[config.mk]
export PLATFORM = sky130hd
export DESIGN_NAME = amdec_top
export DESIGN_NICKNAME = d
export VERILOG_FILES = /design/src/rtl/amdec_pkg.sv /design/src/rtl/amdec_top.sv
export SDC_FILE = /design/constraint.sdc
export NUM_CORES = 1
export LEC_CHECK = 0
export BUFFER_PORTS_ARGS = -buffer_cell sky130_fd_sc_hd__clkbuf_2
export CAP_MARGIN = 10
export CORE_UTILIZATION = 45
export CTS_CLUSTER_DIAMETER = 150
export DETAILED_ROUTE_END_ITERATION = 16
export PLACE_DENSITY = 0.67
export SLEW_MARGIN = 25
export SYNTH_ARGS = -nofsm -noshare
export SYNTH_HDL_FRONTEND = slang
export SYNTH_SLANG_ARGS = --single-unit
[constraint.sdc]
create_clock -name clock -period 4.1 [get_ports clock]
set_input_delay 0.41 -clock clock [delete_from_list [all_inputs] [get_ports clock]]
set_output_delay 0.41 -clock clock [all_outputs]
set_load 0.005 [all_outputs]
[src/rtl/amdec_pkg.sv]
// addressing mode decoder: shared constants, types and decode functions
`default_nettype none
package amdec_pkg;
    // ****************************************
    // data space map
    // ****************************************
    localparam logic [7:0]  DA_SDR_BASE = 8'h80;
    localparam logic [7:0]  DA_ACC      = 8'hFF;
    localparam logic [7:0]  DA_ROM_END  = 8'h3F;
    localparam logic [7:0]  DA_RAM_END  = 8'hBF;
    localparam int          STACK_DEPTH = 6;
    localparam logic [11:0] PC_RESET    = 12'h000;
    localparam logic [7:0]  BYTE_ZERO   = 8'h00;

    // ****************************************
    // opcode encodings
    // ****************************************
    localparam logic [7:0]  OP_LD_A_DIR = 8'hC0;
    localparam logic [7:0]  OP_LD_DIR_A = 8'hC1;
    localparam logic [7:0]  OP_LDI_A    = 8'hC2;
    localparam logic [7:0]  OP_LDI_MEM  = 8'hC3;
    localparam logic [7:0]  OP_RET      = 8'hE9;
    localparam logic [3:0]  OPH_LOAD    = 4'hC;
    localparam logic [1:0]  SUB_LD_A_SD = 2'h1;
    localparam logic [1:0]  SUB_LD_SD_A = 2'h2;

    // ****************************************
    // lengths and cycle counts
    // ****************************************
    localparam logic [1:0]  LEN1        = 2'h1;
    localparam logic [1:0]  LEN2        = 2'h2;
    localparam logic [1:0]  LEN3        = 2'h3;
    localparam logic [2:0]  CYC_LDST    = 3'h4;
    localparam logic [2:0]  CYC_ARITH   = 3'h4;
    localparam logic [2:0]  CYC_JR      = 3'h2;
    localparam logic [2:0]  CYC_BTB     = 3'h5;
    localparam logic [2:0]  CYC_BIT     = 3'h4;
    localparam logic [2:0]  CYC_JP      = 3'h4;
    localparam logic [2:0]  CYC_CTRL    = 3'h2;

    typedef enum logic [2:0] {GRP_LDST, GRP_ARITH, GRP_BRANCH, GRP_CTRL, GRP_JUMP, GRP_BIT} amdec_grp_t;
    typedef enum logic [3:0] {MODE_IMM, MODE_DIR, MODE_SHORT, MODE_EXT, MODE_REL,
                              MODE_BITDIR, MODE_BITTEST, MODE_IND, MODE_INH} amdec_mode_t;
    typedef enum logic [1:0] {RGN_ROM, RGN_RAM, RGN_PERIPH, RGN_CORE} amdec_region_t;

    typedef struct packed {
        amdec_grp_t  grp;
        amdec_mode_t mode;
        logic [1:0]  len;
        logic [2:0]  cycles;
    } amdec_dec_t;

    typedef struct packed {
        logic          wr;
        logic [7:0]    addr;
        logic [7:0]    wdata;
        amdec_region_t region;
    } amdec_dm_req_t;

    // ****************************************
    // opcode classification
    // ****************************************
    function automatic amdec_dec_t amdec_decode(input logic [7:0] op);
        amdec_dec_t d;
        d = '{GRP_CTRL, MODE_INH, LEN1, CYC_CTRL};
        if (!op[7])
            d = '{GRP_BRANCH, MODE_REL, LEN1, CYC_JR};
        else
        begin
            case (op[6:4])
                3'h0, 3'h1: d = '{GRP_JUMP, MODE_EXT, LEN2, CYC_JP};
                3'h2: d = '{GRP_BRANCH, MODE_BITTEST, LEN3, CYC_BTB};
                3'h3: d = '{GRP_BIT, MODE_BITDIR, LEN2, CYC_BIT};
                3'h4:
                begin
                    if (op[3:2] == 2'h0)
                        d = '{GRP_LDST, op[1] ? MODE_IMM : MODE_DIR, op[1:0] == 2'h3 ? LEN3 : LEN2, CYC_LDST};
                    else if (op[3:2] != 2'h3)
                        d = '{GRP_LDST, MODE_SHORT, LEN1, CYC_LDST};
                end
                3'h5: d = '{GRP_ARITH, MODE_DIR, LEN2, CYC_ARITH};
                default:
                begin
                    if (!op[3])
                        d = '{GRP_LDST, MODE_IND, LEN1, CYC_LDST};
                    else if (op[4])
                        d = '{GRP_ARITH, MODE_INH, LEN1, CYC_ARITH};
                end
            endcase
        end
        return d;
    endfunction : amdec_decode

    function automatic amdec_region_t amdec_region(input logic [7:0] a);
        if (a == DA_ACC || a[7:2] == DA_SDR_BASE[7:2])
            return RGN_CORE;
        else if (a <= DA_ROM_END)
            return RGN_ROM;
        else if (a <= DA_RAM_END)
            return RGN_RAM;
        return RGN_PERIPH;
    endfunction : amdec_region
endpackage : amdec_pkg
`default_nettype wire

[src/rtl/amdec_top.sv]
// addressing mode decoder and operand address generator
// Notes on behaviour
// - separate spaces; six 12-bit return cells
// - immediate operand is byte after opcode
// - direct: next byte is data address
// - short direct picks 80h-83h from opcode
// - jump target: opcode low nibble, next byte
// - relative: condition, direction, span -15..+16
// - bit direct: opcode bit, next byte address
// - bit test branch: three bytes, signed displacement
// - indirect: opcode bit 4 picks X/Y
// - inherent: one byte, opcode only
// - 40 operations, six groups decoded
// - loads: 4 cycles, zero updated, carry kept
// - immediate-to-memory: 3 bytes, flags kept
// - one data space maps core, peripherals, memory
// - bit test copies bit to carry
`default_nettype none
module amdec_top (
    input  wire logic                     clock,
    input  wire logic                     rst_b,
    input  wire logic [7:0]               pm_data,
    output logic [11:0]                   pm_addr,
    input  wire logic [7:0]               dm_rdata,
    output var amdec_pkg::amdec_dm_req_t  dm_req,
    output var amdec_pkg::amdec_dec_t     dec_info,
    output logic [7:0]                    acc_out,
    output logic                          zero_flag,
    output logic                          carry_flag,
    output logic                          inst_done
);
    // ****************************************
    // state and storage
    // ****************************************
    typedef enum logic [4:0] {
        ST_OP   = 5'h01,
        ST_B2   = 5'h02,
        ST_B3   = 5'h04,
        ST_EXEC = 5'h08,
        ST_PAD  = 5'h10
    } amdec_state_t;

    amdec_state_t           state;
    amdec_state_t           next_state;
    logic [2:0]             cyc;
    logic [11:0]            pc;
    logic [7:0]             opcode;
    logic [7:0]             byte2;
    logic [7:0]             byte3;
    amdec_pkg::amdec_dec_t  dec;
    logic [7:0]             acc;
    logic [7:0]             sdr [4];
    logic [11:0]            stack [amdec_pkg::STACK_DEPTH];
    logic                   z;
    logic                   c;

    // ****************************************
    // data space read
    // ****************************************
    function automatic logic is_sdr(input logic [7:0] a);
        return a[7:2] == amdec_pkg::DA_SDR_BASE[7:2];
    endfunction : is_sdr

    function automatic logic [7:0] read_data(input logic [7:0] a);
        if (a == amdec_pkg::DA_ACC)
            return acc;
        else if (is_sdr(a))
            return sdr[a[1:0]];
        return dm_rdata;
    endfunction : read_data

    // ****************************************
    // decode and address selection
    // ****************************************
    amdec_pkg::amdec_dec_t  dec_now;
    logic                   in_exec;
    logic [7:0]             sd_addr;
    logic [7:0]             op_addr;
    logic                   ld_op_addr;
    logic                   ld_b2_addr;
    logic [7:0]             rd_val;

    assign dec_now    = amdec_pkg::amdec_decode(pm_data);
    assign in_exec    = state == ST_EXEC;
    assign sd_addr    = amdec_pkg::DA_SDR_BASE | {6'h00, pm_data[1:0]};
    assign op_addr    = (dec_now.mode == amdec_pkg::MODE_IND) ? (pm_data[4] ? sdr[1] : sdr[0]) : sd_addr;
    assign ld_op_addr = state == ST_OP && (dec_now.mode == amdec_pkg::MODE_IND
                        || dec_now.mode == amdec_pkg::MODE_SHORT);
    assign ld_b2_addr = state == ST_B2 && (dec.mode == amdec_pkg::MODE_DIR
                        || dec.mode == amdec_pkg::MODE_BITDIR || dec.mode == amdec_pkg::MODE_BITTEST
                        || (dec.mode == amdec_pkg::MODE_IMM && dec.len == amdec_pkg::LEN3));

    // combinational so that acc, sdr and dm_rdata are all in its sensitivity
    always_comb
    begin
        rd_val = read_data(dm_req.addr);
    end

    // ****************************************
    // load and store classes
    // ****************************************
    logic  ld_grp;
    logic  is_store;
    logic  is_ldi_mem;
    logic  is_ldi_a;
    logic  is_load;
    logic  is_bit;
    logic  is_call;
    logic  is_ret;

    assign ld_grp     = dec.grp == amdec_pkg::GRP_LDST;
    assign is_store   = ld_grp && ((opcode[7:4] == amdec_pkg::OPH_LOAD && (opcode == amdec_pkg::OP_LD_DIR_A
                        || opcode[3:2] == amdec_pkg::SUB_LD_SD_A)) || (dec.mode == amdec_pkg::MODE_IND && opcode[2]));
    assign is_ldi_mem = ld_grp && opcode == amdec_pkg::OP_LDI_MEM;
    assign is_ldi_a   = ld_grp && opcode == amdec_pkg::OP_LDI_A;
    assign is_load    = ld_grp && !is_store && !is_ldi_mem && !is_ldi_a;
    assign is_bit     = dec.grp == amdec_pkg::GRP_BIT;
    assign is_call    = dec.mode == amdec_pkg::MODE_EXT && opcode[4];
    assign is_ret     = dec.mode == amdec_pkg::MODE_INH && opcode == amdec_pkg::OP_RET;

    // ****************************************
    // bit handling and branch targets
    // ****************************************
    logic [2:0]   bit_sel;
    logic [7:0]   bit_mask;
    logic         tested;
    logic [7:0]   bit_new;
    logic         cond_true;
    logic [11:0]  span;
    logic [11:0]  rel_tgt;
    logic [11:0]  btb_tgt;
    logic [11:0]  ext_tgt;
    logic         take_jump;
    logic [11:0]  next_pc;

    assign bit_sel   = opcode[3:1];
    assign bit_mask  = 8'h01 << bit_sel;
    assign tested    = rd_val[bit_sel];
    assign bit_new   = opcode[0] ? (rd_val | bit_mask) : (rd_val & ~bit_mask);
    assign cond_true = (opcode[6:5] == 2'h0) ? c : (opcode[6:5] == 2'h1) ? !c
                     : (opcode[6:5] == 2'h2) ? z : !z;
    assign span      = {8'h00, opcode[3:0]};
    assign rel_tgt   = opcode[4] ? (pc - 12'h001 - span) : (pc + span);
    assign btb_tgt   = pc - 12'h002 + {{4{byte3[7]}}, byte3};
    assign ext_tgt   = {opcode[3:0], byte2};
    assign take_jump = in_exec && (dec.mode == amdec_pkg::MODE_EXT || is_ret
                     || (dec.mode == amdec_pkg::MODE_REL && cond_true)
                     || (dec.mode == amdec_pkg::MODE_BITTEST && tested == opcode[0]));
    assign next_pc   = (dec.mode == amdec_pkg::MODE_EXT) ? ext_tgt
                     : (dec.mode == amdec_pkg::MODE_REL) ? rel_tgt
                     : (dec.mode == amdec_pkg::MODE_BITTEST) ? btb_tgt : stack[0];

    // ****************************************
    // write path
    // ****************************************
    logic        wr_go;
    logic        wr_internal;
    logic [7:0]  wr_val;
    logic        last_cyc;

    assign wr_go       = in_exec && (is_store || is_ldi_mem || is_bit);
    assign wr_internal = amdec_pkg::amdec_region(dm_req.addr) == amdec_pkg::RGN_CORE;
    assign wr_val      = is_bit ? bit_new : (is_ldi_mem ? byte3 : acc);
    assign last_cyc    = cyc == dec.cycles - 3'h1;

    // ****************************************
    // sequencer
    // ****************************************
    always_comb
    begin
        case (state)
            ST_OP:   next_state = (dec_now.len != amdec_pkg::LEN1) ? ST_B2 : ST_EXEC;
            ST_B2:   next_state = (dec.len == amdec_pkg::LEN3) ? ST_B3 : ST_EXEC;
            ST_B3:   next_state = ST_EXEC;
            ST_EXEC,
            ST_PAD:  next_state = last_cyc ? ST_OP : ST_PAD;
            default: next_state = ST_OP;
        endcase
    end

    always_ff @(posedge clock or negedge rst_b)
    begin
        if (!rst_b)
        begin
            state <= ST_OP;
            cyc   <= 3'h0;
            pc    <= amdec_pkg::PC_RESET;
        end
        else
        begin
            state <= next_state;
            cyc   <= (state == ST_OP) ? 3'h1 : cyc + 3'h1;
            if (state == ST_OP || state == ST_B2 || state == ST_B3)
                pc <= pc + 12'h001;
            else if (take_jump)
                pc <= next_pc;
        end
    end

    // ****************************************
    // instruction bytes
    // ****************************************
    always_ff @(posedge clock or negedge rst_b)
    begin
        if (!rst_b)
        begin
            opcode <= 8'h00;
            byte2  <= 8'h00;
            byte3  <= 8'h00;
            dec    <= '{amdec_pkg::GRP_CTRL, amdec_pkg::MODE_INH, amdec_pkg::LEN1, amdec_pkg::CYC_CTRL};
        end
        else
        begin
            if (state == ST_OP)
            begin
                opcode <= pm_data;
                dec    <= dec_now;
            end
            if (state == ST_B2)
                byte2 <= pm_data;
            if (state == ST_B3)
                byte3 <= pm_data;
        end
    end

    // ****************************************
    // return stack
    // ****************************************
    always_ff @(posedge clock or negedge rst_b)
    begin
        if (!rst_b)
        begin
            for (int i = 0; i < amdec_pkg::STACK_DEPTH; i++)
                stack[i] <= 12'h000;
        end
        else if (in_exec && is_call)
        begin
            stack[0] <= pc;
            for (int i = 1; i < amdec_pkg::STACK_DEPTH; i++)
                stack[i] <= stack[i-1];
        end
        else if (in_exec && is_ret)
        begin
            for (int i = 0; i < amdec_pkg::STACK_DEPTH - 1; i++)
                stack[i] <= stack[i+1];
        end
    end

    // ****************************************
    // data space request
    // ****************************************
    always_ff @(posedge clock or negedge rst_b)
    begin
        if (!rst_b)
            dm_req <= '{1'b0, 8'h00, 8'h00, amdec_pkg::RGN_ROM};
        else
        begin
            dm_req.wr <= wr_go && !wr_internal;
            if (wr_go && !wr_internal)
                dm_req.wdata <= wr_val;
            if (ld_op_addr)
            begin
                dm_req.addr   <= op_addr;
                dm_req.region <= amdec_pkg::amdec_region(op_addr);
            end
            else if (ld_b2_addr)
            begin
                dm_req.addr   <= pm_data;
                dm_req.region <= amdec_pkg::amdec_region(pm_data);
            end
        end
    end

    // ****************************************
    // accumulator, short direct registers, flags
    // ****************************************
    always_ff @(posedge clock or negedge rst_b)
    begin
        if (!rst_b)
        begin
            acc <= 8'h00;
            z   <= 1'b0;
            c   <= 1'b0;
            for (int i = 0; i < 4; i++)
                sdr[i] <= 8'h00;
        end
        else if (in_exec)
        begin
            if (is_load || is_ldi_a)
            begin
                acc <= is_ldi_a ? byte2 : rd_val;
                z   <= (is_ldi_a ? byte2 : rd_val) == amdec_pkg::BYTE_ZERO;
            end
            if (is_store)
                z <= acc == amdec_pkg::BYTE_ZERO;
            if (wr_go && dm_req.addr == amdec_pkg::DA_ACC)
                acc <= wr_val;
            if (wr_go && is_sdr(dm_req.addr))
                sdr[dm_req.addr[1:0]] <= wr_val;
            if (dec.mode == amdec_pkg::MODE_BITTEST)
                c <= tested;
        end
    end

    // ****************************************
    // outputs
    // ****************************************
    assign pm_addr    = pc;
    assign dec_info   = dec;
    assign acc_out    = acc;
    assign zero_flag  = z;
    assign carry_flag = c;
    assign inst_done  = (state == ST_EXEC || state == ST_PAD) && last_cyc;
endmodule : amdec_top
`default_nettype wire

== Word-level counts from Yosys, hierarchy flattened ==
Cells that the tools add are included.

* RAM bits: 0
* Memories kept: 0
* ROM bits: 0
* Flip-flop bits (word level): 189
* Input port bits: 18
* Bits in latches: 0
* Word-level logic and storage cells: 231

* Reductions and logical operators: 66
* Shift operators: 1
* Multiplexer cells: 75
* $add $sub $neg: 8
* Divide/modulo/power cells: 0
* Magnitude comparators: 9
* Eq/ne operators: 41
* Bitwise logic cells: 4
* $mul: 0

{| class="wikitable"
|+ Operators with widths
! operator !! number
|-
| 2-to-1 mux 8 bit || 16
|-
| 2-to-1 mux 60 bit || 2
|-
| 2-to-1 mux 12 bit || 7
|-
| case mux 12 bit (5 select lines) || 1
|-
| equality test 8 bit, second input constant || 7
|-
| 2-to-1 mux 11 bit || 4
|-
| bitwise mux 32 bit || 1
|-
| 2-to-1 mux 2 bit || 14
|-
| <= comparator 8 x 6 -> 1 bit, second input constant || 3
|-
| <= comparator 8 bit, second input constant || 3
|-
| logical AND 1 bit || 24
|-
| 2-to-1 mux 1 bit || 22
|-
| equality test 4 x 3 -> 1 bit, second input constant || 5
|-
| case mux 5 bit (4 select lines) || 1
|-
| equality test 6 bit, second input constant || 3
|-
| logical OR 1 bit || 18
|-
| binary-select mux 8 bit (select 2 bit) || 1
|-
| demux 8 bit (select 2 bit) || 1
|-
| logical NOT 8 bit || 2
|-
| adder 12 x 1 -> 12 bit, second input constant || 1
|-
| adder 12 bit || 1
|-
| adder 12 x 4 -> 12 bit || 1
|-
| subtractor 12 x 1 -> 12 bit, second input constant || 1
|-
| subtractor 12 x 2 -> 12 bit, second input constant || 1
|-
| 39 further kinds || 64
|}

== Depth between registers and ports, before layout ==
Gate-level depths: netlist of the first run.

* Depth in word-level cells: 15
* Mapped depth: 15
* Mapped depth without buffers: 15

== Least setup slack after synthesis of the first run ==
OpenSTA, ideal clock, no wires.

* Path type: reg2reg
* Start point: reg dm_req[12] (netlist bit)
* End point: reg pc[1] (netlist: pm_addr[1])
* Path buffers: 2
* Cell stages (with the launch flop): 12
* Setup slack: 1047 ps
* Arrival: 2952 ps
* Clock period less this slack: 3053 ps
* Data required time: 3999 ps
* Setup time: 101 ps
* Cell sequence: dfrtp_1 > or4_4 > buf_6 > or2_0 > buf_6 > a311o_1 > mux2i_1 > a2bb2oi_2 > mux2i_2 > nor2_4 > or3_1 > o311ai_2

* Cells in the longest elaborated chain, start to end: 11

{| class="wikitable"
|+ Ends and longest elaborated chain
! what !! line !! text
|-
| start: declaration || amdec_top.sv:25 || <nowiki>output var amdec_pkg::amdec_dm_req_t dm_req,</nowiki>
|-
| start signal: assignment || amdec_top.sv:255 || <nowiki>dm_req <= '{1'b0, 8'h00, 8'h00, amdec_pkg::RGN_ROM};</nowiki>
|-
| equality test 6 bit || amdec_top.sv:61 || <nowiki>return a[7:2] == amdec_pkg::DA_SDR_BASE[7:2];</nowiki>
|-
| 2-to-1 mux 1 bit || amdec_top.sv:67 || <nowiki>else if (is_sdr(a))</nowiki>
|-
| 2-to-1 mux 1 bit || amdec_top.sv:65 || <nowiki>if (a == amdec_pkg::DA_ACC)</nowiki>
|-
| 2-to-1 mux 8 bit (*) || amdec_top.sv:69 || <nowiki>return dm_rdata;</nowiki>
|-
| binary-select mux 1 bit (select 3 bit) (*) || amdec_top.sv:138 || <nowiki>assign tested = rd_val[bit_sel];</nowiki>
|-
| 2-to-1 mux 1 bit (not written as such) (*) || amdec_top.sv:138 ||
|-
| equality test 1 bit (*) || amdec_top.sv:148 || <nowiki>|| (dec.mode == amdec_pkg::MODE_BITTEST && tested == opcode[0]));</nowiki>
|-
| logical AND 1 bit (*) || amdec_top.sv:148 ||
|-
| logical OR 1 bit (*) || amdec_top.sv:148 ||
|-
| logical AND 1 bit (*) || amdec_top.sv:146 || <nowiki>assign take_jump = in_exec && (dec.mode == amdec_pkg::MODE_EXT || is_ret</nowiki>
|-
| nonzero test 2 bit (no line) (*) || -- ||
|-
| end signal: assignment || amdec_top.sv:187 || <nowiki>pc <= amdec_pkg::PC_RESET;</nowiki>
|-
| end signal: assignment || amdec_top.sv:194 || <nowiki>pc <= pc + 12'h001;</nowiki>
|-
| end signal: assignment || amdec_top.sv:196 || <nowiki>pc <= next_pc;</nowiki>
|-
| end: declaration || amdec_top.sv:46 || <nowiki>logic [11:0] pc;</nowiki>
|}

Mark *: on every way between the ends. The rest lies on a longest branch, timed or not. The select of a mux whose other input is x is not followed.
A chain may end at the register's enable or synchronous reset.

== Worst setup path after layout of the first run ==
* Start point: reg dm_req[10] (netlist bit)
* End point: reg pc[1] (netlist: pm_addr[1])

* Cells in the longest elaborated chain, start to end: 14

{| class="wikitable"
|+ Ends and longest elaborated chain
! what !! line !! text
|-
| NOT 2 -> 3 bit (not written as such) || amdec_top.sv:68 || <nowiki>return sdr[a[1:0]];</nowiki>
|-
| binary-select mux 8 bit (select 2 bit) || amdec_top.sv:68 ||
|-
| 2-to-1 mux 8 bit (not written as such) (2 in a row) || amdec_top.sv:68 ||
|-
| 2-to-1 mux 8 bit || amdec_top.sv:67 ||
|-
| 2-to-1 mux 8 bit || amdec_top.sv:65 ||
|-
| 2-to-1 mux 8 bit (*) || amdec_top.sv:69 ||
|-
| binary-select mux 1 bit (select 3 bit) (*) || amdec_top.sv:138 ||
|-
| 2-to-1 mux 1 bit (not written as such) (*) || amdec_top.sv:138 ||
|-
| equality test 1 bit (*) || amdec_top.sv:148 ||
|-
| logical AND 1 bit (*) || amdec_top.sv:148 ||
|-
| logical OR 1 bit (*) || amdec_top.sv:148 ||
|-
| logical AND 1 bit (*) || amdec_top.sv:146 ||
|-
| nonzero test 2 bit (no line) (*) || -- ||
|}

Marks and branches as above.

==> results of run 1 <==
[final cells by class]
cell class / instances / area [um^2]
inverters: 69 / 259
multi-input cells: 865 / 5970
clock inverters: 15 / 184
flip-flops and latches: 189 / 4740
clock buffers: 17 / 425
repair buffers: 96 / 621
well taps: 324 / 405
fillers: 2307 / 11800
[Yosys cell counts (3+ instances only)]
cell	n
nand2b_1	9
mux2i_1	88
o311a_1	3
xor2_1	12
or3_1	11
dfstp_2	6
dfrtp_1	183
inv_1	66
or4_1	3
nand2_1	95
a211oi_1	15
nor4_1	7
and2_1	3
a31oi_1	11
mux4_2	8
o31ai_1	5
nor3_1	30
xnor2_1	14
o22ai_1	5
nand3b_1	7
nand3_1	40
nor3b_1	4
buf_6	4
nand4_1	9
and3_1	9
ha_1	35
fa_1	3
mux2_2	65
clkbuf_1	63
a21o_1	8
o21ai_0	58
nor2_1	122
a21oi_1	118
o211ai_1	15
a311oi_1	7
[metal layers]
metal / up-vias / global-route usage, % / routed length (um)
met5: - / 0 / 0
met4: 0 / 11.6 / 1160
met3: 85 / 5.17 / 1930
met2: 350 / 38.3 / 13700
met1: 4391 / 31.4 / 12800
li1: 4338 / - / -
[placed cells by master, fill, tap and decap left out, drive strengths merged, types with 6 or more instances in the layout]
cell type,instances
ha,35
nor4,7
xnor2,14
xor2,12
a21oi,118
a31oi,11
or3,11
dfrtp,183
a311oi,8
o31ai,6
dfstp,6
o211ai,15
mux2i,89
and3,9
nand3b,7
mux4,8
nand2,95
nor2,123
inv,77
nor3,32
nand2b,9
a21o,8
a211oi,15
o21ai,58
clkbuf,87
nand3,40
buf,25
mux2,67
nand4,10
[power breakdown]
| group | internal (mW) | switching, mW |
|---|---|---|
| logic | 1.71 | 2.38 |
| registers | 2.39 | 0.675 |
| clock network | 0.884 | 0.856 |
| total | 4.98 | 3.91 |
[through the flow]
step | setup slack [ns] | hold WS, ns | cells | power [mW]
after CTS | 0.467 | 0.162 | 1572 | 8.88
after global routing | 0.190 | 0.321 | 1575 | 9.54
after floorplan | 1.05 | 0.114 | 1192 | 5.73
after detailed placement | 0.495 | 0.471 | 1540 | 7.11
final | 0.347 | 0.272 | 1575 | 8.89
after global placement | 0.619 | 0.465 | 1540 | 7.01
[worst paths after layout]
path / start / end / slack, ns / cells after the start
max: dm_req[10] / pm_addr[1] / 0.35 / 9
min: pm_data[2] / opcode[2] / 0.27 / 3
max reg2reg: dm_req[10] / pm_addr[1] / 0.35 / 9
min reg2reg: byte3[7] / byte3[7] / 0.49 / 2
max in group asynchronous: rst_b / dec_info[8] / 2.93 / 3
min in group asynchronous: rst_b / stack[33] / 0.41 / 2
[kinds of logic (layout without fill, tap and decap cells)]
group           Yosys count  count (layout)
buf+inv                 138             197
compound gates          272             272
xor+xnor                 26              26
simple gates            365             365
flops                   189             189
fa+ha+maj                38              38
mux                     164             164
[worst max-delay path, stage by stage (launching register included)]
cell	delay, ns
dfrtp_1	0.82
nand4_2	0.34
or2_2	0.47
a311oi_1	0.58
mux2i_1	0.21
o22a_1	0.28
o2bb2ai_2	0.31
nor2_4	0.14
or3_1	0.38
o311ai_2	0.09
[sequential cells by signal, indices dropped and copies added, names as in the netlist]
| signal | flops |
|---|---|
| acc_out | 8 |
| byte2 | 8 |
| byte3 | 8 |
| carry_flag | 1 |
| cyc | 3 |
| dec_info | 12 |
| dm_req | 19 |
| opcode | 8 |
| pm_addr | 12 |
| sdr | 32 |
| stack | 72 |
| state | 5 |
| zero_flag | 1 |
==> metrics.cfg, run 1 <==
[run_status]
status = finished clean

[layout]
diodes = 0
final_core_utilization_pct = 51.7
nNetsFinal = 1294
synthToLayoutAreaGrowth_pct = 12.3
post_route_cells_drive_above_1_share_pct = 18.1
final_design_area_no_fill_um2 = 12600

[synth]
largest_family_of_logic_cells_by_synthesized_area = multiplexers
synth-simple-area-share_pct = 15.2
synth-compound-area-share_pct = 14.8
flip_flop_and_latch_count_after_synthesis = 189
synth-adder-area-share_pct = 4.44
post_synth_mux_area_share_pct = 16.3
synth_top_cell_by_area = dfrtp_1
ys_async_sr_fraction_pct = 100
synth-seq-area-share_pct = 42.2
netlist.area_leader.share_pct = 40.8
synth_net_count = 1248
yosys.cell_types.count = 72
yosys_warnings = 0
synthCells = 1192
synth_enable_flop_cells = 0
post_synth_main_area_contributors = dfrtp_1 41%, mux2i_1 7.9%, mux2_2 6.5%
synth_xor_xnor_area_share_pct = 2.03
ys_dominant_reg_cell = dfrtp_1
synthesis.area_um2 = 11200
mean_syn_cell_area_um2 = 9.41

[sta]
slew_violations = 0
setup_viol = 0
achievable-frequency_mhz = 266
slew-limit-headroom_pct = 41.5
hold_violations_final = 0
final_min_period_over_clock_period_pct = 91.5
totalNegativeSetupSlack_ns = 0
min_period_ns = 3.75
setup_repair_after_global_routing_missed_its_margin = false
clock_skew_ns = 0.0170
worstMarginPinSlew_ns = 0.868

[run]
drv_cap = 0

[drt]
via_per_inst = 5.82
wl_per_cell_um = 18.8
postRouteWirelength_um = 29600
dr.first_iter.drc_count = 744
antenna_left = 0
drt_first_pass_iters = 6
route.detailed.drc = 0
vias_after_detailed_routing = 9164

[grt]
grt_start_max_net_pins = 121
wire_length_of_the_first_global_routing_pass_um = 48500
first_global_vias = 9015
initial_antenna_violation_count = 0
grt_overflow = 0
globalRouteTotalUtil_pct = 24.1

[clock_network]
tritoncts = done
cts_made_buffers = 17
clock_insertion_delay_worst_skew_ns = 0.45
cts_setup_buffers = 0
cts_resized = 0
root_buffer = clkbuf_16
cts_hold_buf = 0
htreeDepth = 4
path_clk_slew_ns = 0.08
clockBufferDepth = 2
clock_sink_count = 189

[floorplan]
design.core.area_um2 = 24400
floorplan.die_area_um2 = 25600
initial_utilization_pct = 46.0
die_height_um = 160
io_pins = 72
die_w_um = 160
std_cell_rows = 57

[power]
power_density_nw_per_um2 = 706
peak_ir_drop_on_the_vdd_network_mv = 0.340
power.leakage_nw = 5.67

[placed_design]
io_buffer_count = 71
hpwl_um = 21000
globalplace.congestion = 0.930
placed_cell_area_um2 = 11900

[setup_path]
critPathCaptureType = flip-flop
highest_fanout_seen_on_the_critical_path = 15
critical_path_required_ns = 4.43
worst-endpoint-arrival_ns = 4.08
crit_path_start_kind = flip-flop
timing.setup.critical_path_class = reg2reg

[hold_path]
timing.hold.worst.class = in2reg

Note: power is estimated with default switching activity, not from simulation.
==> inputs of run 2 (changes only) <==
--- a/config.mk
+++ b/config.mk
@@ -11,6 +11,7 @@
 export CTS_CLUSTER_DIAMETER = 150
 export DETAILED_ROUTE_END_ITERATION = 16
 export PLACE_DENSITY = 0.67
+export RECOVER_POWER = 50
 export SLEW_MARGIN = 25
 export SYNTH_ARGS = -nofsm -noshare
 export SYNTH_HDL_FRONTEND = slang
==> run 2 against run 1 <==
The flow now finishes with violations (capacitance limit, slew limit). Sequential cell count did not move. Non-clock buffer count did not move. Die area did not move. Clock power barely moved. Worst hold slack improved by 0.00095 ns. Register-to-register slack improved by 0.02 ns. Critical path type unchanged. Largest cell class unchanged. Highest routed layer unchanged.
==> metrics.cfg, run 2 (synthesis gave the netlist of run 1 again) <==
[layout]
seq_area_um2 = 4740
mostFrequentLayoutCell = dfrtp_1
layout_common_cells = 183 x dfrtp_1, 122 x nor2_1, 118 x a21oi_1, 95 x nand2_1, 88 x mux2i_1
post_route_cells_drive_above_1_share_pct = 17.3
top_register = stack
final_design_area_no_fill_um2 = 12600
footprint_of_the_multi_input_gates_um2 = 5970
synthToLayoutAreaGrowth_pct = 11.9
largest_register_ff_count = 72
fillers = 2316
biggestRegsByFlops = stack: 72 flops, sdr: 32 flops, dm_req: 19 flops
nNetsFinal = 1294
diodes = 0
instances_no_fill = 1575

[drt]
wl_per_cell_um = 18.8
antenna_left = 0
via_per_inst = 5.83
postRouteWirelength_um = 29700
dr.first_iter.drc_count = 633
vias_after_detailed_routing = 9179
drt_first_pass_iters = 6
route.detailed.drc = 0

[grt]
grt_overflow = 0
global_route.peak_usage_layer = met2
first_global_vias = 9015
grt_use_met2_pct = 38.3
globalRouteTotalUtil_pct = 24.1
met3_usage_pct = 5.17
grt_use_met1_pct = 31.4
wire_length_of_the_first_global_routing_pass_um = 48500
initial_antenna_violation_count = 0
grt_start_max_net_pins = 121

[setup_path]
critPathCaptureType = flip-flop
critical_path_required_ns = 4.43
ff2ff_path_depth = 9
crit_chain = nand4_2 -> or2_2 -> a311oi_1 -> mux2i_1 -> o22a_1 -> o2bb2ai_2 -> nor2_4 -> or3_1 -> o311ai_2
timing.setup.critical_path_class = reg2reg
highest_fanout_seen_on_the_critical_path = 15
crit_path_start_kind = flip-flop
worst_path_dominant_cell_family = simple AND/OR/NAND/NOR gates
regToRegSetupSlack_ns = 0.36
combined_buffer_and_inverter_count_along_the_critical_path = 0
worst-endpoint-arrival_ns = 4.07
critPathMaxStageDelay_ns = 0.83
slowest_stage = dfrtp_1
rr_endpoint = pm_addr[1]
regToRegStartpoint = dm_req[10]

[clock_network]
tritoncts = done
htreeDepth = 4
cts_resized = 0
clockBufferDepth = 2
clock_insertion_delay_worst_skew_ns = 0.45
cts_made_buffers = 17
cts_hold_buf = 0
path_clk_slew_ns = 0.08
clock_sink_count = 189
root_buffer = clkbuf_16
cts_setup_buffers = 0

[run]
drv_cap = 1

[sta]
clock_skew_ns = 0.0190
setup_repair_after_global_routing_missed_its_margin = false
setup_viol = 0
achievable-frequency_mhz = 268
min_period_ns = 3.74
slew-limit-headroom_pct = -13.6
hold_violations_final = 0
slew_violations = 30
worstMarginPinSlew_ns = 1.70
final_min_period_over_clock_period_pct = 91.2
fin_worst_hold_slack_ns = 0.273
totalNegativeSetupSlack_ns = 0

[power]
power.total_mw = 8.87
power.leakage_nw = 5.63
power_density_nw_per_um2 = 707
peak_ir_drop_on_the_vdd_network_mv = 0.335

[placed_design]
globalplace.congestion = 0.930
io_buffer_count = 71
placed_cell_area_um2 = 11900
placedCellCount = 1540
hpwl_um = 21000

[run_status]
failed_checks = capacitance limit, slew limit
status = complete, but fails checks

[floorplan]
initial_utilization_pct = 46.0
floorplan.die_area_um2 = 25600
die_height_um = 160
die_w_um = 160
io_pins = 72
design.core.area_um2 = 24400
std_cell_rows = 57

[hold_path]
hold_depth = 3
holdPathEnd = opcode[2]
worstHoldStart = pm_data[2]
timing.hold.worst.class = in2reg

-- run 2: changes by cell type in the layout (fill, tap and decap cells not counted) --
cell,change
clkbuf_1,+9
clkbuf_2,-8
buf_1,+1
buf_16,-1
buf_4,-1
buf_8,-1
clkbuf_4,+1
dfstp_1,+1
dfstp_2,-1
-- run 2: cell type report --
| cell class | count | area share, % |
|---|---|---|
| clock inverter | 15 | 1.47 |
| timing repair buffer | 96 | 4.58 |
| tap | 324 | 3.23 |
| sequential | 189 | 37.7 |
| inverter | 69 | 2.06 |
| multi-input combinational | 865 | 47.5 |
| clock buffer | 17 | 3.39 |
-- run 2: worst reg2reg max path: cells and delay by family, from the launching register on --
kind	cells	cell delay, ns
and+or+nand+nor	4	1.35
muxes	1	0.21
AOI/OAI and AO/OA	4	1.23
DFF	1	0.83
-- run 2: report_power, final --
group / internal, mW / switching (mW) / leakage [nW]
registers: 2.39 / 0.678 / 2.36
logic: 1.69 / 2.38 / 2.98
clock network: 0.884 / 0.855 / 0.296
-- run 2: worst max path at each step --
stage                     startpoint         end  cells after the start
after floorplan           dm_req[12]  pm_addr[1]                     11
after global placement    dm_req[10]  pm_addr[0]                      9
after detailed placement  dm_req[10]  pm_addr[1]                      9
after CTS                 dm_req[10]  pm_addr[1]                      9
after global routing      dm_req[10]  pm_addr[3]                      9
final                     dm_req[10]  pm_addr[1]                      9
-- run 2: through the flow --
| step | utilization, % | setup WS (ns) |
|---|---|---|
| floorplan | - | 1.05 |
| global placement | 48.9 | 0.619 |
| detailed placement | 48.9 | 0.495 |
| CTS | 51.4 | 0.467 |
| global route | 51.5 | 0.190 |
| finish | 51.5 | 0.363 |
-- run 2: per-layer routing --
layer,part of all wire (%),vias up
met3,6.2,85
li1,-,4339
met2,46,341
met5,0,-
met4,4.0,0
met1,44,4414
==> inputs of run 3 (changes only) <==
--- a/config.mk
+++ b/config.mk
@@ -7,10 +7,12 @@
 export LEC_CHECK = 0
 export BUFFER_PORTS_ARGS = -buffer_cell sky130_fd_sc_hd__clkbuf_2
 export CAP_MARGIN = 10
+export CELL_PAD_IN_SITES_DETAIL_PLACEMENT = 1
+export CELL_PAD_IN_SITES_GLOBAL_PLACEMENT = 1
 export CORE_UTILIZATION = 45
 export CTS_CLUSTER_DIAMETER = 150
 export DETAILED_ROUTE_END_ITERATION = 16
-export PLACE_DENSITY = 0.67
+export PLACE_DENSITY = 0.81
 export RECOVER_POWER = 50
 export SLEW_MARGIN = 25
 export SYNTH_ARGS = -nofsm -noshare
==> run 3 against run 2 <==
The flow still finishes with violations (capacitance limit, slew limit). Clock skew fell by 0.0081 ns. Global-route usage rose by 3.4 points. Count of clock-buffer cells in the layout rose by 2. Final area barely moved. Wire length rose by 15%. Combinational power rose by 5%. Sequential cell count did not move. Critical endpoint is now pm_addr[3].
==> metrics.cfg, run 3 (synthesis gave the netlist of run 1 again) <==
[power]
power.leakage_nw = 5.65
peak_ir_drop_on_the_vdd_network_mv = 0.349
power_density_nw_per_um2 = 733

[layout]
top_register = stack
layout_common_cells = 183 x dfrtp_1, 122 x nor2_1, 118 x a21oi_1, 95 x nand2_1, 88 x mux2i_1
final_design_area_no_fill_um2 = 12600
mostFrequentLayoutCell = dfrtp_1
instances_no_fill = 1575
nNetsFinal = 1294
largest_register_ff_count = 72
diodes = 0
synthToLayoutAreaGrowth_pct = 12.0
post_route_cells_drive_above_1_share_pct = 17.6
biggestRegsByFlops = stack: 72 flops, sdr: 32 flops, dm_req: 19 flops

[clock_network]
clock_sink_count = 189
cts_hold_buf = 0
clockBufferDepth = 2
cts_resized = 0
htreeDepth = 4
cts_setup_buffers = 0
path_clk_slew_ns = 0.08
root_buffer = clkbuf_16
tritoncts = done
cts_made_buffers = 17
clock_insertion_delay_worst_skew_ns = 0.44

[placed_design]
placedCellCount = 1543
hpwl_um = 24600
io_buffer_count = 71
globalplace.congestion = 0.894
placed_cell_area_um2 = 11900

[floorplan]
die_height_um = 160
initial_utilization_pct = 46.0
floorplan.die_area_um2 = 25600
io_pins = 72
design.core.area_um2 = 24400
std_cell_rows = 57
die_w_um = 160

[sta]
slew_violations = 91
min_period_ns = 3.68
setup_viol = 0
fin_worst_hold_slack_ns = 0.309
achievable-frequency_mhz = 272
totalNegativeSetupSlack_ns = 0
slew-limit-headroom_pct = -56.9
worstMarginPinSlew_ns = 2.35
clock_skew_ns = 0.0108
hold_violations_final = 0
setup_repair_after_global_routing_missed_its_margin = false
final_min_period_over_clock_period_pct = 89.6

[drt]
dr.first_iter.drc_count = 510
drt_first_pass_iters = 5
vias_after_detailed_routing = 9453
wl_per_cell_um = 21.7
route.detailed.drc = 0
via_per_inst = 6.00
antenna_left = 0
postRouteWirelength_um = 34200

[grt]
grt_start_max_net_pins = 101
wire_length_of_the_first_global_routing_pass_um = 54900
first_global_vias = 9668
grt_overflow = 0
globalRouteTotalUtil_pct = 27.6
initial_antenna_violation_count = 0

[setup_path]
worst-endpoint-arrival_ns = 4.04
crit_chain = nand4_2 -> or2_2 -> a311oi_1 -> mux2i_1 -> o221ai_1 -> mux2i_2 -> nor2_4 -> mux2_1 -> nand3_1
critical_path_required_ns = 4.47
critPathMaxStageDelay_ns = 0.72
slowest_stage = dfrtp_1
timing.setup.critical_path_class = reg2reg
highest_fanout_seen_on_the_critical_path = 15
critPathCaptureType = flip-flop
crit_path_start_kind = flip-flop

[run_status]
failed_checks = capacitance limit, slew limit
status = complete, but fails checks

[run]
drv_cap = 1

[hold_path]
timing.hold.worst.class = in2reg

run 3: cell count changes in the layout (fill, tap and decap cells not counted), moves of 2 or more:
cell and delta:
clkbuf_2 +4, clkbuf_8 +2, buf_4 +2, clkbuf_1 -2, bufinv_16 +2, inv_6 -4, clkinv_4 +3
run 3: per-layer routing:
| metal | global-route usage, % | vias up | wire (um) |
|---|---|---|---|
| met5 | 0 | - | 0 |
| met3 | 4.00 | 72 | 1470 |
| met1 | 35.2 | 4763 | 14500 |
| met4 | 10.6 | 0 | 1100 |
| li1 | - | 4339 | - |
| met2 | 47.3 | 279 | 17200 |
run 3: path summary, 6_finish.rpt:
kind,start,cells past startpoint,slack [ns],end
max,dm_req[11],9,0.42,pm_addr[3]
min,pm_data[2],3,0.31,opcode[2]
max reg2reg,dm_req[11],9,0.42,pm_addr[3]
min reg2reg,byte3[2],2,0.49,byte3[2]
max in group asynchronous,rst_b,2,0.93,acc_out[2]
min in group asynchronous,rst_b,1,0.63,stack[10]
run 3: layout make-up:
type	count	area (um^2)
Fill cell	2827	11800
Timing Repair Buffer	96	542
Clock inverter	13	195
Inverter	69	259
Tap cell	324	405
Multi-Input combinational cell	865	5970
Sequential cell	189	4740
Clock buffer	19	453
run 3: critical path, delay by kind of cell, from the launching register on:
kind	cells	cell delay, ns
AOI/OAI and AO/OA	2	0.83
DFF	1	0.72
muxes	3	0.75
and+or+nand+nor	4	1.30
run 3: per-stage QoR:
stage / total power [mW] / setup slack, ns / util (%)
floorplan: 5.73 / 1.05 / -
global placement: 7.08 / 0.741 / 49.0
detailed placement: 7.30 / 0.546 / 49.0
CTS: 9.22 / 0.500 / 51.6
global route: 9.81 / 0.235 / 51.5
finish: 9.20 / 0.425 / 51.5
run 3: where the power goes:
part | total, mW | switching (mW) | internal (mW)
Clock | 1.86 | 0.832 | 1.02
Sequential | 3.08 | 0.692 | 2.39
Combinational | 4.26 | 2.56 | 1.71
